$ cat src/dlb_defines.svh
// Offsets, field positions, reset values and pattern timing for the indicator controller.
// Assumes a 100 MHz system clock and an 8-bit I/O register port with byte addresses.
// Summary of operation
// (RULE1) Three 8-bit RW registers at 210H, 211H, 214H; bit0 enable, bits2:1 pattern.
// (RULE2) Diagnostic lamp off while its enable is 0, patterned while 1.
// (RULE3) Lamp pattern: 00 steady, 01 fast flicker, 10 normal flicker, 11 short flicker.
// (RULE4) Buzzer silent while its enable is 0, patterned while 1.
// (RULE5) Buzzer pattern: 00 continuous, 01 short beep, 10 normal beep, 11 long beep.
// (RULE6) User bank bit n drives user lamp n; 1 on, 0 off.
// (RULE7) Periods come from a divided clock; pattern restarts when enable is set.
`ifndef DLB_DEFINES_SVH
`define DLB_DEFINES_SVH

`define DLB_ADDR_W          10
`define DLB_OFS_DIAGNOSTIC_INDICATOR        10'h210
`define DLB_OFS_BUZZ        10'h211
`define DLB_OFS_ULED        10'h214
`define DLB_BIT_EN          0
`define DLB_BIT_PAT_LO      1
`define DLB_BIT_PAT_HI      2
`define DLB_CTRL_MASK       8'h07
`define DLB_RST_CTRL        8'h00
`define DLB_RST_ULED        8'h00

// Time base tick period in us and its cycle count at 100 MHz
`define DLB_CLK_MHZ         100
`define DLB_TICK_US         1000
`define DLB_TICK_CYC        (`DLB_TICK_US * `DLB_CLK_MHZ)
`define DLB_TICK_W          17

// Pattern timing in ms ticks: period and on time
`define DLB_PHASE_W         11
`define DLB_FAST_PER_MS     11'd200
`define DLB_FAST_ON_MS      11'd100
`define DLB_NORM_PER_MS     11'd1000
`define DLB_NORM_ON_MS      11'd500
`define DLB_SHORT_PER_MS    11'd1000
`define DLB_SHORT_ON_MS     11'd100
`define DLB_LONG_PER_MS     11'd2000
`define DLB_LONG_ON_MS      11'd1500

`endif

$ cat src/dlb_pkg.sv
// Types shared by the indicator controller.
// Assumes dlb_defines.svh supplies the widths.
`default_nettype none
`include "dlb_defines.svh"
package dlb_pkg;
    typedef struct packed {
        logic                     wr;
        logic                     rd;
        logic [`DLB_ADDR_W-1:0]   addr;
        logic [7:0]               wdata;
    } dlb_io_req_t;

    typedef struct packed {
        logic       diagnostic_indicator_lamp;
        logic       buzzer;
        logic [7:0] user_lamp_bits;
    } dlb_ind_t;

    typedef struct packed {
        logic [`DLB_PHASE_W-1:0] period;
        logic [`DLB_PHASE_W-1:0] on_time;
    } dlb_shape_t;
endpackage : dlb_pkg
`default_nettype wire

$ cat src/dlb_ctrl.sv
// Indicator controller: three I/O registers drive diagnostic lamp, buzzer and user lamps.
// Assumes one I/O cycle per strobe, synchronous to sys_clk_i; reads answer next cycle.
`timescale 1ns/1ps
`default_nettype none
`include "dlb_defines.svh"
module dlb_ctrl (
    input  wire logic              sys_clk_i,
    input  wire logic              rst_i,
    input  wire dlb_pkg::dlb_io_req_t io_req_i,
    output var  logic [7:0]        io_rdata_o,
    output var  logic              io_rvalid_o,
    output var  dlb_pkg::dlb_ind_t ind_o
);
    import dlb_pkg::*;

    logic [7:0]              diagnostic_indicator_led_control;
    logic [7:0]              buzzer_control;
    logic [7:0]              user_led_bank;
    logic [2:0]              addr_hit;
    logic                    wr_diagnostic_indicator;
    logic                    wr_buzz;
    logic                    wr_uled;

    logic [`DLB_TICK_W-1:0]  tick_cnt;
    logic                    tick_due;
    logic                    tick;
    logic [`DLB_PHASE_W-1:0] diagnostic_indicator_phase;
    logic [`DLB_PHASE_W-1:0] buzz_phase;
    logic [`DLB_PHASE_W-1:0] next_diagnostic_indicator_phase;
    logic [`DLB_PHASE_W-1:0] next_buzz_phase;
    logic                    diagnostic_indicator_restart;
    logic                    buzz_restart;
    dlb_shape_t              diagnostic_indicator_shape;
    dlb_shape_t              buzz_shape;

    logic                    next_diagnostic_indicator;
    logic                    next_buzz;

    // Address decode shared by the write strobes and the read mux
    function automatic logic [2:0] reg_hit(
        input logic [`DLB_ADDR_W-1:0] addr
    );
        logic [2:0] hit;
        hit    = 3'h0;
        hit[0] = (addr == `DLB_OFS_DIAGNOSTIC_INDICATOR);
        hit[1] = (addr == `DLB_OFS_BUZZ);
        hit[2] = (addr == `DLB_OFS_ULED);
        return hit;
    endfunction : reg_hit

    // Lamp pattern decode; steady on uses period 0
    function automatic dlb_shape_t lamp_shape(
        input logic [1:0] sel
    );
        dlb_shape_t s;
        s = '{period: '0, on_time: '0};
        unique case (sel)
            2'h0: s = '{period: '0, on_time: '0};
            2'h1: s = '{period: `DLB_FAST_PER_MS, on_time: `DLB_FAST_ON_MS};
            2'h2: s = '{period: `DLB_NORM_PER_MS, on_time: `DLB_NORM_ON_MS};
            2'h3: s = '{period: `DLB_SHORT_PER_MS, on_time: `DLB_SHORT_ON_MS};
        endcase
        return s;
    endfunction : lamp_shape

    // Buzzer pattern decode; continuous uses period 0
    function automatic dlb_shape_t beep_shape(
        input logic [1:0] sel
    );
        dlb_shape_t s;
        s = '{period: '0, on_time: '0};
        unique case (sel)
            2'h0: s = '{period: '0, on_time: '0};
            2'h1: s = '{period: `DLB_SHORT_PER_MS, on_time: `DLB_SHORT_ON_MS};
            2'h2: s = '{period: `DLB_NORM_PER_MS, on_time: `DLB_NORM_ON_MS};
            2'h3: s = '{period: `DLB_LONG_PER_MS, on_time: `DLB_LONG_ON_MS};
        endcase
        return s;
    endfunction : beep_shape

    // Period 0 means steady; otherwise on for the first on_time ticks
    function automatic logic shape_out(
        input dlb_shape_t              s,
        input logic [`DLB_PHASE_W-1:0] ph
    );
        return (s.period == '0) ? 1'b1 : (ph < s.on_time);
    endfunction : shape_out

    // Write strobes, one per register
    assign addr_hit = reg_hit(io_req_i.addr);
    assign wr_diagnostic_indicator  = io_req_i.wr && addr_hit[0];
    assign wr_buzz  = io_req_i.wr && addr_hit[1];
    assign wr_uled  = io_req_i.wr && addr_hit[2];

    // Reserved bits are not stored, so they read back as zero
    always_ff @(posedge sys_clk_i or posedge rst_i) begin
        if (rst_i) begin
            diagnostic_indicator_led_control <= `DLB_RST_CTRL;
        end else if (wr_diagnostic_indicator) begin
            diagnostic_indicator_led_control <= io_req_i.wdata & `DLB_CTRL_MASK; // see (RULE1)
        end
    end

    always_ff @(posedge sys_clk_i or posedge rst_i) begin
        if (rst_i) begin
            buzzer_control <= `DLB_RST_CTRL;
        end else if (wr_buzz) begin
            buzzer_control <= io_req_i.wdata & `DLB_CTRL_MASK; // see (RULE1)
        end
    end

    always_ff @(posedge sys_clk_i or posedge rst_i) begin
        if (rst_i) begin
            user_led_bank <= `DLB_RST_ULED;
        end else if (wr_uled) begin
            user_led_bank <= io_req_i.wdata; // see (RULE1)
        end
    end

    // Read strobe answered one cycle later
    always_ff @(posedge sys_clk_i or posedge rst_i) begin
        if (rst_i) begin
            io_rvalid_o <= 1'b0;
        end else begin
            io_rvalid_o <= io_req_i.rd; // see (RULE1)
        end
    end

    // Data holds until the next read; unmapped reads return zero
    always_ff @(posedge sys_clk_i or posedge rst_i) begin
        if (rst_i) begin
            io_rdata_o <= 8'h00;
        end else if (io_req_i.rd) begin
            if (addr_hit[0]) begin
                io_rdata_o <= diagnostic_indicator_led_control; // see (RULE1)
            end else if (addr_hit[1]) begin
                io_rdata_o <= buzzer_control; // see (RULE1)
            end else if (addr_hit[2]) begin
                io_rdata_o <= user_led_bank; // see (RULE1)
            end else begin
                io_rdata_o <= 8'h00;
            end
        end
    end

    // Millisecond time base shared by both patterns; free running, so the first step may come early
    assign tick_due = (tick_cnt == `DLB_TICK_W'(`DLB_TICK_CYC - 1));

    always_ff @(posedge sys_clk_i or posedge rst_i) begin
        if (rst_i) begin
            tick_cnt <= '0;
        end else if (tick_due) begin
            tick_cnt <= '0;
        end else begin
            tick_cnt <= tick_cnt + 1'b1;
        end
    end

    // One-cycle enable pulse, the only rate below the system clock
    always_ff @(posedge sys_clk_i or posedge rst_i) begin
        if (rst_i) begin
            tick <= 1'b0;
        end else begin
            tick <= tick_due; // see (RULE7)
        end
    end

    // Only a 0 to 1 enable write restarts; a pattern change keeps the phase
    assign diagnostic_indicator_restart = wr_diagnostic_indicator && io_req_i.wdata[`DLB_BIT_EN] && !diagnostic_indicator_led_control[`DLB_BIT_EN]; // see (RULE7)
    assign buzz_restart = wr_buzz && io_req_i.wdata[`DLB_BIT_EN] && !buzzer_control[`DLB_BIT_EN]; // see (RULE7)
    assign diagnostic_indicator_shape   = lamp_shape(diagnostic_indicator_led_control[`DLB_BIT_PAT_HI:`DLB_BIT_PAT_LO]); // see (RULE3)
    assign buzz_shape   = beep_shape(buzzer_control[`DLB_BIT_PAT_HI:`DLB_BIT_PAT_LO]); // see (RULE5)

    // Phase wraps at the period; steady patterns sit at zero
    always_comb begin
        next_diagnostic_indicator_phase = diagnostic_indicator_phase;
        if (tick) begin
            next_diagnostic_indicator_phase = (diagnostic_indicator_phase + 1'b1 >= diagnostic_indicator_shape.period) ? '0 : diagnostic_indicator_phase + 1'b1;
        end
    end

    always_comb begin
        next_buzz_phase = buzz_phase;
        if (tick) begin
            next_buzz_phase = (buzz_phase + 1'b1 >= buzz_shape.period) ? '0 : buzz_phase + 1'b1;
        end
    end

    // Disabling clears the phase so the next enable starts in the on part
    always_ff @(posedge sys_clk_i or posedge rst_i) begin
        if (rst_i) begin
            diagnostic_indicator_phase <= '0;
        end else if (diagnostic_indicator_restart || !diagnostic_indicator_led_control[`DLB_BIT_EN]) begin
            diagnostic_indicator_phase <= '0; // see (RULE7)
        end else begin
            diagnostic_indicator_phase <= next_diagnostic_indicator_phase;
        end
    end

    always_ff @(posedge sys_clk_i or posedge rst_i) begin
        if (rst_i) begin
            buzz_phase <= '0;
        end else if (buzz_restart || !buzzer_control[`DLB_BIT_EN]) begin
            buzz_phase <= '0; // see (RULE7)
        end else begin
            buzz_phase <= next_buzz_phase;
        end
    end

    // Drive levels ahead of the output flops
    assign next_diagnostic_indicator = diagnostic_indicator_led_control[`DLB_BIT_EN] && shape_out(diagnostic_indicator_shape, diagnostic_indicator_phase); // see (RULE2)
    assign next_buzz = buzzer_control[`DLB_BIT_EN] && shape_out(buzz_shape, buzz_phase); // see (RULE4)

    // Outputs registered so pins never glitch on decode
    always_ff @(posedge sys_clk_i or posedge rst_i) begin
        if (rst_i) begin
            ind_o <= '0;
        end else begin
            ind_o.diagnostic_indicator_lamp      <= next_diagnostic_indicator;
            ind_o.buzzer         <= next_buzz;
            ind_o.user_lamp_bits <= user_led_bank; // see (RULE6)
        end
    end
endmodule : dlb_ctrl
`default_nettype wire

$ cat config.mk
export PLATFORM = sky130hd
export DESIGN_NAME = dlb_ctrl
export DESIGN_NICKNAME = d
export VERILOG_FILES = /design/src/dlb_pkg.sv /design/src/dlb_ctrl.sv
export VERILOG_INCLUDE_DIRS = /design/src
export SDC_FILE = /design/constraint.sdc
export NUM_CORES = 1
export LEC_CHECK = 0
export BUFFER_PORTS_ARGS = -buffer_cell sky130_fd_sc_hd__buf_2
export CORE_AREA = 2 2 91 93
export CTS_BUF_LIST = sky130_fd_sc_hd__clkbuf_4
export DETAILED_ROUTE_END_ITERATION = 12
export DIE_AREA = 0 0 93 95
export GPL_ROUTABILITY_DRIVEN = 0
export MAX_ROUTING_LAYER = met4
export PLACE_DENSITY_LB_ADDON = 0.1
export SYNTH_ARGS = -nofsm -noshare
export SYNTH_HDL_FRONTEND = slang
export SYNTH_SLANG_ARGS = --single-unit
export TNS_END_PERCENT = 20
$ cat constraint.sdc
create_clock -name sys_clk_i -period 3.25 [get_ports sys_clk_i]
set_input_delay 0.325 -clock sys_clk_i [delete_from_list [all_inputs] [get_ports sys_clk_i]]
set_output_delay 0.325 -clock sys_clk_i [all_outputs]
set_load 0.05 [all_outputs]
; ---- Word level (Yosys, flattened, before mapping)
; Index checks and enable logic that the tools add are counted.
[op_classes]
n_addsub = 3
magnitude_cmp = 4
n_eq_ne = 10
muxes = 14
n_reduce_logical = 19
[ops]
columns = cell, count
row1 = case mux 22 bit (4 select lines), 2
row2 = two-way mux 11 bit, 6
row3 = equality test 10 bit (second input constant), 3
row4 = two-way mux 8 bit, 3
row5 = adder 11 x 1 -> 11 bit (second input constant), 2
row6 = >= comparator 11 bit, 2
row7 = zero test 11 bit, 2
row8 = less-than comparator 11 bit, 2
row9 = adder 17 x 1 -> 17 bit (second input constant), 1
row10 = equality test 17 bit (second input constant), 1
row11 = two-way mux 17 bit, 1
row12 = logical AND 1 bit, 9
row13 = equality test 2 bit (second input constant), 4
row14 = equality test 2 x 1 -> 1 bit (second input constant), 2
row15 = zero test 2 bit, 2
row16 = nonzero test 2 bit, 2
row17 = zero test 1 bit, 2
row18 = logical OR 1 bit, 2
row19 = two-way mux 1 bit, 2
[totals]
reg_bits = 73
output_inout_bits = 19
word_cells = 62

; ---- Longest topological paths before layout
[logic_depth]
ltp_word = 6
mapped_depth = 12
depth_no_buf = 11

; ---- Least setup slack after synthesis
; OpenSTA, ideal clock, no wires.
[synth_path]
kind = register to register
start = register buzz_phase[0]
end = register buzz_phase[0]
arrival_ns = 2.250
required_ns = 3.167
slack_ns = 0.918
stages_incl_launch_ff = 12
cell_sequence = dfrtp_1 > ha_1 > nand3_1 > nor2_1 > nand2_1 > xnor2_1 > ha_1 > a2111oi_0 > a21o_1 > buf_2 > nand2_1 > o21ai_0
[synth_via]
elab_chain_len = 5
[synth_lines]
columns = element, line
row1 = "start, declared", dlb_ctrl.sv:28  ; logic [`DLB_PHASE_W-1:0] buzz_phase;
row2 = "start signal, assigned", dlb_ctrl.sv:206  ; buzz_phase <= next_buzz_phase;
row3 = adder 11 x 1 -> 11 bit (*), dlb_ctrl.sv:185  ; next_buzz_phase = (buzz_phase + 1'b1 >= buzz_shape.period) ? '0 : buzz_phase + 1'b1;
row4 = >= comparator 11 bit, dlb_ctrl.sv:185
row5 = two-way mux 11 bit (*), dlb_ctrl.sv:185
row6 = two-way mux 11 bit (*), dlb_ctrl.sv:184  ; if (tick) begin
row7 = two-way mux 11 bit (*), dlb_ctrl.sv:203  ; end else if (buzz_restart || !buzzer_control[`DLB_BIT_EN]) begin
; Every way passes the cells marked *; elsewhere a longest branch is shown, timed or not. The select of a mux whose other input is x is not followed.
; A chain may end at the register's enable or synchronous reset.

; ---- Final worst setup path
[layout_path]
start = register diagnostic_indicator_phase[0]
end = register diagnostic_indicator_phase[4]
[layout_via]
elab_chain_len = 5
[layout_lines]
columns = element, line
row1 = "start, declared", dlb_ctrl.sv:27  ; logic [`DLB_PHASE_W-1:0] diagnostic_indicator_phase;
row2 = "start signal, assigned", dlb_ctrl.sv:196  ; diagnostic_indicator_phase <= next_diagnostic_indicator_phase;
row3 = adder 11 x 1 -> 11 bit (*), dlb_ctrl.sv:178  ; next_diagnostic_indicator_phase = (diagnostic_indicator_phase + 1'b1 >= diagnostic_indicator_shape.period) ? ' ...
row4 = >= comparator 11 bit, dlb_ctrl.sv:178
row5 = two-way mux 11 bit (*), dlb_ctrl.sv:178
row6 = two-way mux 11 bit (*), dlb_ctrl.sv:177  ; if (tick) begin
row7 = two-way mux 11 bit (*), dlb_ctrl.sv:193  ; end else if (diagnostic_indicator_restart || !diagnostic_indicator_led_control[`DLB_BIT_EN]) begin
; Marked as above.

==> flow_summary.toml <==
[outcome]
outcome = "completed"

[synthesis]
synth-seq-area-share_pct = 47.5
postSynthCellCount = 359
synthFlopType = "dfrtp_1"
syn_area_um2 = 3850
netlist_top_cells_area = "dfrtp_1 47%, ha_1 10%, xnor2_1 4.6%, mux2_2 3.8%, a32o_1 3.4%"
synth-seq-cells = 73
yosysWarningCount = 0
yosysMostFrequentCell = "dfrtp_1"
synth_commonest_cells = "73 x dfrtp_1, 31 x ha_1, 30 x nand2_1"
synth_edf_count = 0
async_flop_share_pct = 100
yosysTopAreaCellShare_pct = 47.5
ys_types = 45
synth_nets = 412
synth_largest_area_cell = "dfrtp_1"
syn_avg_cell_area_um2 = 10.7

[grt]
antenna_found_initial = 0
grtUsageTotal_pct = 18.7
grt_start_max_net_pins = 39
grt_pass1_wl_um = 12700
grt-ovfl-total = 0
first_global_vias = 2649

[timing]
finClkSkew_ns = 0.0268
tightest_slew_ns = 0.899
finalHoldViolations = 0
relSlewSlack_pct = 39.9
rsz0062_at_grt = "no"
tns_ns = 0
finalSetupViolCount = 0
slew_viol_final = 0
fin_crit_sh_pct = 90.3
clock.fmax_ghz = 0.341
fin_crit_ns = 2.93

[hold_path]
min_path_type = "primary input to asynchronous set/reset pin"

[detailed_routing]
ant_nets = 0
dr.pass1.iters = 4
wirelength_um = 7330
num_vias = 2793
drt_iter0_drc = 123
drcViolationCount = 0
wl_per_cell_um = 14.3
viasPerCell = 5.43

[power_and_ir_drop]
leakage_nw = 2.08
power_density_nw_per_um2 = 358
vdd_drop_max_mv = 0.165
finalPower_w = 0.00154

[final_layout]
multi_input_area_um2 = 1890
regArea_um2 = 1830
drive_above_1_share_pct = 19.1
antenna_cells = 0
final_nets = 457
areaGrowthSynthToFinish_pct = 11.4
fill_cells = 733

[die]
die_h_um = 95
die_x_um = 93
row_count = 33
ios = 41
die_area_um2 = 8840
start_util_pct = 48.5
core_area_um2 = 7930

[setup_path]
crit_path_max_fanout = 11
end_kind = "flop"
worst_setup_path_start_kind = "flop"
path_class = "flop to flop"
crit_required_ns = 3.57
critPathArrivalTime_ns = 3.26

[clock_tree]
cts_tree = "built"
cts_buffer_depth = 2
htree_levels = 3
postCtsHoldBufs = 0
clock_latency_ns = 0.43
cts-root-buf = "clkbuf_4"
cts_buffers = 9
post_cts_resized = 0
post_cts_buffers = 0
clock-sinks = 73
clk_pin_slew_ns = 0.15

[placement]
dp_hpwl_um = 5310
numPortBuffers = 40

[run]
drv_cap = 0
==> state kept, by name, indices dropped and copies added, names as in the netlist <==
signal,cells
buzzer_control,3
io_rvalid_o,1
user_led_bank,8
buzz_phase,11
diagnostic_indicator_phase,11
tick,1
ind_o,10
diagnostic_indicator_led_control,3
io_rdata_o,8
tick_cnt,17
==> cells in the final DEF (no fill, tap or decap), types with 16 or more instances in the layout <==
cell,instances
buf_2,40
dfrtp_1,73
ha_1,31
inv_1,23
nand2_1,30
nand3_1,16
nor2_1,19
o21ai_0,22
xnor2_1,20
==> routing by layer <==
| metal | track usage, % | wire (um) | up-vias |
|---|---|---|---|
| met5 | - | 0 | - |
| met4 | 7.35 | 115 | 0 |
| met3 | 3.35 | 302 | 11 |
| met2 | 28.7 | 3380 | 57 |
| met1 | 24.8 | 3540 | 1347 |
| li1 | - | - | 1378 |
==> critical path: stages, from the launching register on <==
cell,delay [ns]
dfrtp_1,0.43
ha_1,0.26
nand3_1,0.21
nor2_1,0.21
xor2_1,0.17
ha_1,0.26
a21oi_1,0.17
nor2b_1,0.08
a211oi_2,0.63
nand2_1,0.20
o31ai_1,0.23
==> per-stage QoR <==
step / instance area (um^2) / std cells / utilization [%] / setup slack (ns) / hold WS, ns
after floorplan: 3850 / 359 / - / 0.918 / 0.356
after global placement: 4160 / 498 / 52.5 / 0.544 / 0.376
after detailed placement: 4160 / 498 / 52.5 / 0.414 / 0.380
after CTS: 4290 / 514 / 54.1 / 0.368 / 0.0330
after global routing: 4290 / 514 / 54.1 / 0.0755 / 0.0608
final: 4290 / 514 / 54.1 / 0.315 / 0.0134
==> path summary, 6_finish.rpt <==
path | from | endpoint | slack (ns) | cells past startpoint
worst max-delay path | diagnostic_indicator_phase[0] | diagnostic_indicator_phase[4] | 0.32 | 10
worst min-delay path | rst_i | ind_o[6] | 0.01 | 2
worst max register to register | diagnostic_indicator_phase[0] | diagnostic_indicator_phase[4] | 0.32 | 10
worst min register to register | user_led_bank[0] | ind_o[0] | 0.39 | 0
max in group asynchronous | rst_i | ind_o[9] | 2.42 | 3
min in group sys_clk_i | io_req_i[5] | user_led_bank[5] | 0.11 | 2
==> power breakdown <==
part	internal (W)	switching (W)
Sequential	0.000914	0.00000299
Clock	0.000170	0.000368
Combinational	0.0000254	0.0000562
==> cell families (layout without fill, tap and decap cells) <==
logic type               count (synthesis)  in the layout  synth area share, %
AND/OR/NAND/NOR                        113            113                 15.9
multiplexers                            18             18                 5.11
XOR/XNOR                                30             30                 6.83
buffers and inverters                   33             83                 3.41
flip-flops                              73             73                 47.5
AO/OA/AOI/OAI                           61             61                 11.2
adder cells (fa/ha/maj)                 31             31                 10.1
==> final cells by class <==
type	count	area share [%]
clock buffers	9	1.58
flip-flops and latches	73	42.6
clock inverters	7	1.40
well taps	105	3.06
repair buffers	43	5.19
inverters	24	2.10
multi-input cells	253	44.1
Power figures use the tool's default switching activity.
